`config.mk`:
```
export PLATFORM = sky130hd
export DESIGN_NAME = vmep_precheck
export DESIGN_NICKNAME = d
export VERILOG_FILES = /design/src/vmep_pkg.sv /design/src/vmep_precheck.sv
export SDC_FILE = /design/constraint.sdc
export NUM_CORES = 1
export LEC_CHECK = 0
export ABC_AREA = 1
export BUFFER_PORTS_ARGS = -buffer_cell sky130_fd_sc_hd__buf_2
export CORE_MARGIN = 5
export CORE_UTILIZATION = 55
export DETAILED_ROUTE_END_ITERATION = 10
export PLACE_DENSITY = 0.72
export SYNTH_ARGS = -nofsm -noshare
export SYNTH_HDL_FRONTEND = slang
export SYNTH_SLANG_ARGS = --single-unit
```
`constraint.sdc`:
```
create_clock -name pclk -period 4.7 [get_ports pclk]
set_input_delay 0.235 -clock pclk [delete_from_list [all_inputs] [get_ports pclk]]
set_output_delay 0.235 -clock pclk [all_outputs]
set_load 0.02 [all_outputs]
```
`src/vmep_pkg.sv`:
```
// Constants, register map and types for the guest-entry precheck block
package vmep_pkg;

	// APB geometry
	localparam int          ADDR_W   = 6;
	localparam logic [1:0]  ALIGN_OK = 2'h0;

	// Register indices (byte address = 4 * index)
	localparam logic [3:0]  IDX_CTRL   = 4'h0;
	localparam logic [3:0]  IDX_STATE  = 4'h1;
	localparam logic [3:0]  IDX_PIN    = 4'h2;
	localparam logic [3:0]  IDX_PROC   = 4'h3;
	localparam logic [3:0]  IDX_PROC2  = 4'h4;
	localparam logic [3:0]  IDX_TCOUNT = 4'h5;
	localparam logic [3:0]  IDX_IOA    = 4'h6;
	localparam logic [3:0]  IDX_IOB    = 4'h7;
	localparam logic [3:0]  IDX_REGMAP = 4'h8;
	localparam logic [3:0]  IDX_VAPIC  = 4'h9;
	localparam logic [3:0]  IDX_ACCESS = 4'ha;
	localparam logic [3:0]  IDX_THRESH = 4'hb;
	localparam logic [3:0]  IDX_VPRIO  = 4'hc;
	localparam logic [3:0]  IDX_RESULT = 4'hd;
	localparam int          CFG_FIRST  = 1;
	localparam int          CFG_LAST   = 12;
	localparam logic [31:0] CFG_RST    = 32'h0000_0000;

	// Control register and processor state fields
	localparam int B_START    = 0;
	localparam int B_MODE     = 0;
	localparam int B_KIND     = 1;
	localparam int PRIV_LSB   = 2;
	localparam int PRIV_MSB   = 3;
	localparam int B_PRESENT  = 4;
	localparam int B_SHADOW   = 5;
	localparam int B_BLOCK    = 6;
	localparam int B_LAUNCHED = 7;

	// Execution control bit positions
	localparam int B_NMI_EXIT = 3;
	localparam int B_VNMI     = 5;
	localparam int B_PRIO_SH  = 21;
	localparam int B_NMI_WIN  = 22;
	localparam int B_IO       = 25;
	localparam int B_REGMAP   = 28;
	localparam int B_ACT_SEC  = 31;
	localparam int B_VACC     = 0;
	localparam int B_VID      = 9;

	// Capability settings: bits forced to one, bits allowed to be one, target count limit
	localparam logic [31:0] PIN_MUST1   = 32'h0000_0016;
	localparam logic [31:0] PIN_MAY1    = 32'h0000_007f;
	localparam logic [31:0] PROC_MUST1  = 32'h0000_0002;
	localparam logic [31:0] PROC_MAY1   = 32'hffff_fffe;
	localparam logic [31:0] PROC2_MAY1  = 32'h0000_0201;
	localparam logic [31:0] TARGET_MAX  = 32'h0000_0004;

	// Address and threshold field masks
	localparam logic [31:0] PAGE_MASK   = 32'h0000_0fff;
	localparam logic [31:0] THR_HI_MASK = 32'hffff_fff0;
	localparam logic [31:0] VPRIO_KEEP  = 32'h0000_00ff;
	localparam int          THR_LO_MSB  = 3;
	localparam int          VPRIO_LSB   = 4;
	localparam int          VPRIO_MSB   = 7;

	// Result register fields
	localparam int OUT_LSB = 0;
	localparam int OUT_MSB = 2;
	localparam int B_BUSY  = 3;
	localparam int B_CF    = 4;
	localparam int B_ZF    = 5;
	localparam int ERR_LSB = 8;
	localparam int ERR_MSB = 15;

	// Error numbers (values arbitrary)
	localparam logic [7:0] ERR_NONE         = 8'h00;
	localparam logic [7:0] ERR_BLOCKED      = 8'h01;
	localparam logic [7:0] ERR_NOT_CLEAR    = 8'h02;
	localparam logic [7:0] ERR_NOT_LAUNCHED = 8'h03;
	localparam logic [7:0] ERR_CONTROLS     = 8'h04;

	// Check sequencer states
	typedef enum logic [1:0] {ST_IDLE, ST_BASIC, ST_CTRL} vmep_state_type;

	// Outcome of one entry attempt
	typedef enum logic [2:0] {
		OUT_NONE, OUT_PASS, OUT_UD, OUT_GP, OUT_CF, OUT_ZF
	} vmep_outcome_type;

endpackage

```
`src/vmep_precheck.sv`:
```
// Guest-entry precheck unit with APB register access
`timescale 1ns/10ps

module vmep_precheck
	import vmep_pkg::*;
(
	// Clock and reset
	input  wire logic              pclk,
	input  wire logic              presetn,
	// APB request
	input  wire logic              psel,
	input  wire logic              penable,
	input  wire logic              pwrite,
	input  wire logic [ADDR_W-1:0] paddr,
	input  wire logic [31:0]       pwdata,
	input  wire logic [3:0]        pstrb,
	// APB answer
	output logic                   pready,
	output logic [31:0]            prdata,
	output logic                   pslverr
);

	// Sequencer and outcome state
	vmep_state_type   st_q, st_d;          // Check phase
	vmep_outcome_type out_q, out_d;        // Last outcome
	logic             cf_q, cf_d;          // Carry flag result
	logic             zf_q, zf_d;          // Zero flag result
	logic [7:0]       err_q, err_d;        // Instruction error number
	logic [31:0]      prdata_q;            // Read data holder
	logic             pslverr_q;           // Error answer holder
	logic [31:0]      cfg_q [CFG_FIRST:CFG_LAST]; // Software fields

	// Bus decode
	wire  [3:0]  idx     = paddr[ADDR_W-1:2];
	wire         mapped  = (paddr[1:0] == ALIGN_OK) && (idx <= IDX_RESULT);
	wire         setup   = psel && !penable;
	wire         wr_en   = psel && penable && pwrite && mapped && (idx != IDX_RESULT);
	wire  [31:0] wmask   = {{8{pstrb[3]}}, {8{pstrb[2]}}, {8{pstrb[1]}}, {8{pstrb[0]}}};
	wire         busy    = (st_q != ST_IDLE);
	wire         start   = wr_en && (idx == IDX_CTRL) && pstrb[0] && pwdata[B_START] && !busy;

	// Field views
	wire  [31:0] state_w = cfg_q[IDX_STATE];
	wire  [31:0] pin     = cfg_q[IDX_PIN];
	wire  [31:0] proc    = cfg_q[IDX_PROC];
	wire  [31:0] thr     = cfg_q[IDX_THRESH];
	wire  [31:0] vprio   = cfg_q[IDX_VPRIO];

	// Basic checks
	wire mode_bad   = state_w[B_MODE];
	wire priv_bad   = (state_w[PRIV_MSB:PRIV_LSB] != 2'h0);
	wire no_struct  = !state_w[B_PRESENT];
	wire shadow     = state_w[B_SHADOW];
	wire blocked    = state_w[B_BLOCK];
	wire first_bad  = !state_w[B_KIND] && state_w[B_LAUNCHED];
	wire sub_bad    = state_w[B_KIND] && !state_w[B_LAUNCHED];
	wire pre_ok     = !mode_bad && !priv_bad && !no_struct && !shadow;
	wire basic_ok   = pre_ok && !blocked && !first_bad && !sub_bad;

	// Secondary controls only count when activation is on and supported
	wire         act_sec = proc[B_ACT_SEC] && PROC_MAY1[B_ACT_SEC];
	wire  [31:0] sec     = act_sec ? cfg_q[IDX_PROC2] : CFG_RST;

	// Reserved bit checks against capability settings
	wire pin_bad  = ((pin & PIN_MUST1) != PIN_MUST1) || ((pin & ~PIN_MAY1) != CFG_RST);
	wire proc_bad = ((proc & PROC_MUST1) != PROC_MUST1)
		|| ((proc & ~PROC_MAY1) != CFG_RST);
	wire sec_bad  = act_sec && ((sec & ~PROC2_MAY1) != CFG_RST);

	// Target count limit
	wire cnt_bad  = (cfg_q[IDX_TCOUNT] > TARGET_MAX);

	// Bitmap address alignment
	wire io_bad   = proc[B_IO]
		&& (((cfg_q[IDX_IOA] | cfg_q[IDX_IOB]) & PAGE_MASK) != CFG_RST);
	wire regmap_bad = proc[B_REGMAP] && ((cfg_q[IDX_REGMAP] & PAGE_MASK) != CFG_RST);

	// Page address alignment
	wire prio_sh  = proc[B_PRIO_SH];
	wire acc_on   = sec[B_VACC];
	wire vid_on   = sec[B_VID];
	wire vapic_bad = prio_sh && ((cfg_q[IDX_VAPIC] & PAGE_MASK) != CFG_RST);
	wire acc_bad  = acc_on && ((cfg_q[IDX_ACCESS] & PAGE_MASK) != CFG_RST);

	// Checks that gate the priority clear
	wire early_ok = !(pin_bad || proc_bad || sec_bad || cnt_bad || io_bad || regmap_bad
		|| vapic_bad);
	wire clr_vprio = (st_q == ST_CTRL) && early_ok && prio_sh;

	// Threshold checks
	wire thr_hi_bad = prio_sh && !vid_on && ((thr & THR_HI_MASK) != CFG_RST);
	wire thr_lo_bad = prio_sh && !acc_on && !vid_on
		&& (thr[THR_LO_MSB:0] > vprio[VPRIO_MSB:VPRIO_LSB]);

	// NMI control dependencies
	wire nmi_bad  = (pin[B_VNMI] && !pin[B_NMI_EXIT])
		|| (proc[B_NMI_WIN] && !pin[B_VNMI]);

	// Any control failure yields one shared cause
	wire ctrl_bad = !early_ok || acc_bad || thr_hi_bad || thr_lo_bad || nmi_bad;

	// Read data selection
	wire [31:0] result_w = {16'h0000, err_q, 2'h0, zf_q, cf_q, busy, out_q};
	wire [31:0] rdata_w  = (idx == IDX_RESULT) ? result_w
		: (idx == IDX_CTRL) ? {28'h0000000, busy, 3'h0}
		: cfg_q[idx];

	// APB answers with no wait state
	assign pready  = 1'b1;
	assign prdata  = prdata_q;
	assign pslverr = pslverr_q;

	// Software fields, byte-lane writes, hardware clear of priority bytes
	for (genvar i = CFG_FIRST; i <= CFG_LAST; i++) begin : g_cfg
		wire sel_w = wr_en && (idx == 4'(i));
		always_ff @(posedge pclk or negedge presetn) begin
			if (!presetn) begin
				cfg_q[i] <= CFG_RST;
			end else if (sel_w) begin
				cfg_q[i] <= (cfg_q[i] & ~wmask) | (pwdata & wmask);
			end else if ((i == int'(IDX_VPRIO)) && clr_vprio) begin
				cfg_q[i] <= cfg_q[i] & VPRIO_KEEP;
			end
		end
	end

	// Read data and error captured in the setup cycle
	always_ff @(posedge pclk or negedge presetn) begin
		if (!presetn) begin
			prdata_q  <= CFG_RST;
			pslverr_q <= 1'b0;
		end else if (setup) begin
			prdata_q  <= (mapped && !pwrite) ? rdata_w : CFG_RST;
			pslverr_q <= !mapped;
		end
	end

	// Sequencer: basic checks, then control checks
	always_comb begin
		st_d  = st_q;
		out_d = out_q;
		cf_d  = cf_q;
		zf_d  = zf_q;
		err_d = err_q;
		case (st_q)
			ST_IDLE: begin
				// New attempt clears the previous outcome
				if (start) begin
					st_d  = ST_BASIC;
					out_d = OUT_NONE;
					cf_d  = 1'b0;
					zf_d  = 1'b0;
					err_d = ERR_NONE;
				end
			end
			ST_BASIC: begin
				// Fixed priority, first failure wins
				st_d = ST_IDLE;
				if (mode_bad) begin
					out_d = OUT_UD;
				end else if (priv_bad) begin
					out_d = OUT_GP;
				end else if (no_struct || shadow) begin
					out_d = OUT_CF;
					cf_d  = 1'b1;
				end else if (blocked) begin
					out_d = OUT_ZF;
					zf_d  = 1'b1;
					err_d = ERR_BLOCKED;
				end else if (first_bad) begin
					out_d = OUT_ZF;
					zf_d  = 1'b1;
					err_d = ERR_NOT_CLEAR;
				end else if (sub_bad) begin
					out_d = OUT_ZF;
					zf_d  = 1'b1;
					err_d = ERR_NOT_LAUNCHED;
				end else begin
					st_d = ST_CTRL;
				end
			end
			ST_CTRL: begin
				// Controls judged only after a basic pass
				st_d = ST_IDLE;
				if (ctrl_bad) begin
					out_d = OUT_ZF;
					zf_d  = 1'b1;
					err_d = ERR_CONTROLS;
				end else begin
					out_d = OUT_PASS;
				end
			end
			default: begin
				st_d = ST_IDLE;
			end
		endcase
	end

	// Sequencer registers
	always_ff @(posedge pclk or negedge presetn) begin
		if (!presetn) begin
			st_q  <= ST_IDLE;
			out_q <= OUT_NONE;
			cf_q  <= 1'b0;
			zf_q  <= 1'b0;
			err_q <= ERR_NONE;
		end else begin
			st_q  <= st_d;
			out_q <= out_d;
			cf_q  <= cf_d;
			zf_q  <= zf_d;
			err_q <= err_d;
		end
	end
endmodule // vmep_precheck
```
==> flow_summary_export.csv <==
group,metric,value,unit
run_status,status,"completed",
yosys,synth_top_area_share,53.5,%
detailed_routing,wl,60900,microns
placement,io_buffers,79,
floorplanning,dieHeight,201,microns
setup_path,cp-end-kind,"flip-flop",
sta,tns,0,ps
yosys,ys_top_cells_by_area,"dfrtp_1 (53%), nand2_1 (14%), o21ai_0 (6.7%), a22oi_1 (4.7%), o21ai_1 (3.8%)",
sta,period_needed,2930,ps
yosys,synthFlopType,"dfrtp_1",
setup_path,worst_ep_arrival_time,3440,ps
yosys,synth_top_family_by_area,"simple AND/OR/NAND/NOR gates",
yosys,yosys.area_share.simple,22.0,%
yosys,synth-seq-area-share,53.5,%
yosys,yosysUniqueCellTypes,46,
floorplanning,dieArea,0.0402,sq mm
clock_network,ctsResizeCount,0,
detailed_routing,vias,17500,
power,swShare,25.0,%
clock_network,numCtsBuffers,46,
yosys,yosys.area_share.xor_xnor,0,%
floorplanning,row_count,69,
detailed_routing,met2_length,26700,microns
setup_path,worst-setup-path-type,"in -> reg",
power,power.internal,5840,uW
global_route,grt_pass1_wl,95900,microns
detailed_routing,highest_layer,"met4",
sta,hold_viol_final,0,
floorplanning,core,0.0357,sq mm
yosys,synth_area,0.0200,sq mm
layout,final.fill_count,3108,
global_route,grtUsageTotal,29.8,%
sta,whs,16.4,ps
yosys,synthArstFlopShare,100,%
detailed_routing,wl_met1,25600,microns
global_route,grt_max_degree,123,
placement,gp_congestion,0.968,
clock_network,insertion_delay,580,ps
detailed_routing,drt-pass1-iter-count,6,
sta,setup_violations,0,
floorplanning,start_util,55.9,%
yosys,synth_compound_area_share,18.2,%
layout,drive_above_1_share,8.96,%
yosys,syn_nets,2433,
global_route,grt_pass1_vias,16600,
sta,skew,20.6,ps
clock_network,cts-root-buf,"clkbuf_16",
detailed_routing,wire_per_inst,21.1,microns
layout,antennaDiodeCount,0,
yosys,muxShareOfSynthArea,0.169,%
floorplanning,dieWidth,201,microns
clock_network,h-tree-depth,2,
min_path,hold_end,"vprio[13]",
detailed_routing,antenna_left,0,
setup_path,r2r_setup_slack,2070,ps
detailed_routing,drc_errors,0,
setup_path,critPathRequiredTime,5210,ps
yosys,synth_seq_cells,427,
min_path,min_from,"pwdata[13]",
yosys,syn_avg_cell_area,8.41,sq um
placement,dp_hpwl,39700,microns
layout,area_growth,10.1,%
sta,worstMarginPinSlew,1170,ps
min_path,worstHoldPathCells,5,
run,maxCapViolations,0,
power,seq_power_share,49.2,%
sta,slew_headroom,21.7,%
yosys,synth_top_cell_by_area,"dfrtp_1",
sta,slew_viol_final,0,
yosys,synth-edff-count,0,
power,pwr-share-comb,7.1,%
power,leakage,0.0105,uW
setup_path,startpoint_type,"input port",
clock_network,clockBufferDepth,3,
power,ir_drop,0.255,mV
layout,layout.nets,2447,
min_path,hold_path.class,"in -> reg",
detailed_routing,met3_length,6480,microns
sta,clock.fmax,0.341,GHz
yosys,synthesis.instances,2376,
floorplanning,design.portCount,81,
setup_path,rr_endpoint,"err_q[1]",
detailed_routing,viasPerCell,6.08,
clock_network,path_clk_slew,60,ps
global_route,antenna_found_initial,0,
power,power.density,353,mW/mm^2
yosys,yosysMostFrequentCell,"nand2_1",
setup_path,ff2ff_path_depth,10,
yosys,synth_fa_ha_area_share,0.626,%
power,p_sw,1940,uW
clock_network,clkSinkCount,427,
global_route,overflow,0,
sta,rsz0062_at_grt,"no",
yosys,yosysWarnings,0,
sta,min_period_over_period,62.3,%
clock_network,cts_tree,"built",
power,clkPwrFrac,43.7,%
setup_path,crit_fanout,26,
yosys,yosys-top-cells-count,"nand2_1 (770), dfrtp_1 (427), o21ai_0 (267)",
detailed_routing,drt_iter0_markers,2121,
-- per-stage QoR --
step           area [sq um]  util (%)  setup WS, ps  total power, uW  instances
2_1_floorplan         20000         -          2940             4160       2376
3_3_place_gp          20500      57.3          1570             4410       2786
3_5_place_dp          20500      57.3          1380             4420       2786
4_1_cts               22000      61.6          1960             7790       2883
5_1_grt               22000      61.6          1750             8000       2883
6_report              22000      61.6          1770             7780       2883
-- kinds of logic after synthesis --
family	after synthesis
buffers and inverters	260
flip-flops	427
AO/OA/AOI/OAI	632
adder cells (fa/ha/maj)	10
multiplexers	3
AND/OR/NAND/NOR	1043
other	1
-- worst max-delay path, stage by stage --
cell and delay [ps]:
buf_2 90, nor2_1 420, o21ai_1 470, nor3_4 520
nand2_2 530, inv_1 870, nand2_1 130, nand2_1 130
-- cell usage in the layout, fill, tap and decap left out, drive strengths merged, types with 2 or more instances in the layout --
cell type    count
or2              6
a21oi           37
nand4           10
o21a             2
o21ai          418
mux2             3
o22ai            8
a211oi           2
dlygate4sd3     17
dfrtp          427
nor3            15
a32oi            6
a221oi          16
ha              10
nor2           145
clkbuf          76
o31ai            2
o211ai           5
o221ai           4
clkinv           4
a22o             6
inv            110
buf             99
nand3           74
nand2          790
a22oi          125
-- worst max-delay path by stage --
stage          startpoint   endpoint  slack, ps  cells past startpoint
6_report         paddr[1]  vprio[30]       1770                      8
5_1_grt          paddr[1]  vprio[27]       1750                      8
4_1_cts          paddr[3]  vprio[30]       1960                      9
3_5_place_dp     paddr[3]  vprio[28]       1380                      9
3_3_place_gp     paddr[3]  vprio[30]       1570                      9
2_1_floorplan   flip-flop  vprio[11]       2940                     12
-- layer usage --
metal / vias to the layer above / track usage (%)
li1: 7967 / -
met1: 8478 / 43.6
met2: 953 / 44.3
met3: 135 / 6.56
met4: 0 / 10.4
met5: - / 0
-- final cells by class --
class	instances	area (sq um)	share of cell area [%]
flip-flops and latches	427	10700	48.6
clock buffers	76	1350	6.11
well taps	461	577	2.62
multi-input cells	1689	8200	37.3
clock inverters	4	23.8	0.108
repair buffers	116	763	3.47
inverters	110	413	1.88
-- timing repair --
item                                   4_1_cts  5_1_grt
endpoints found under the hold margin      134        0
hold buffers                                17        0
buffers inserted                             0        0
-- power groups by stage --
stage	clock, uW	sequential [uW]	combinational [uW]
2_1_floorplan	0	3880	285
3_3_place_gp	0	3890	520
3_5_place_dp	0	3890	528
4_1_cts	3420	3830	542
5_1_grt	3560	3840	604
6_report	3400	3830	551
Note: power is estimated with default switching activity, not from simulation.
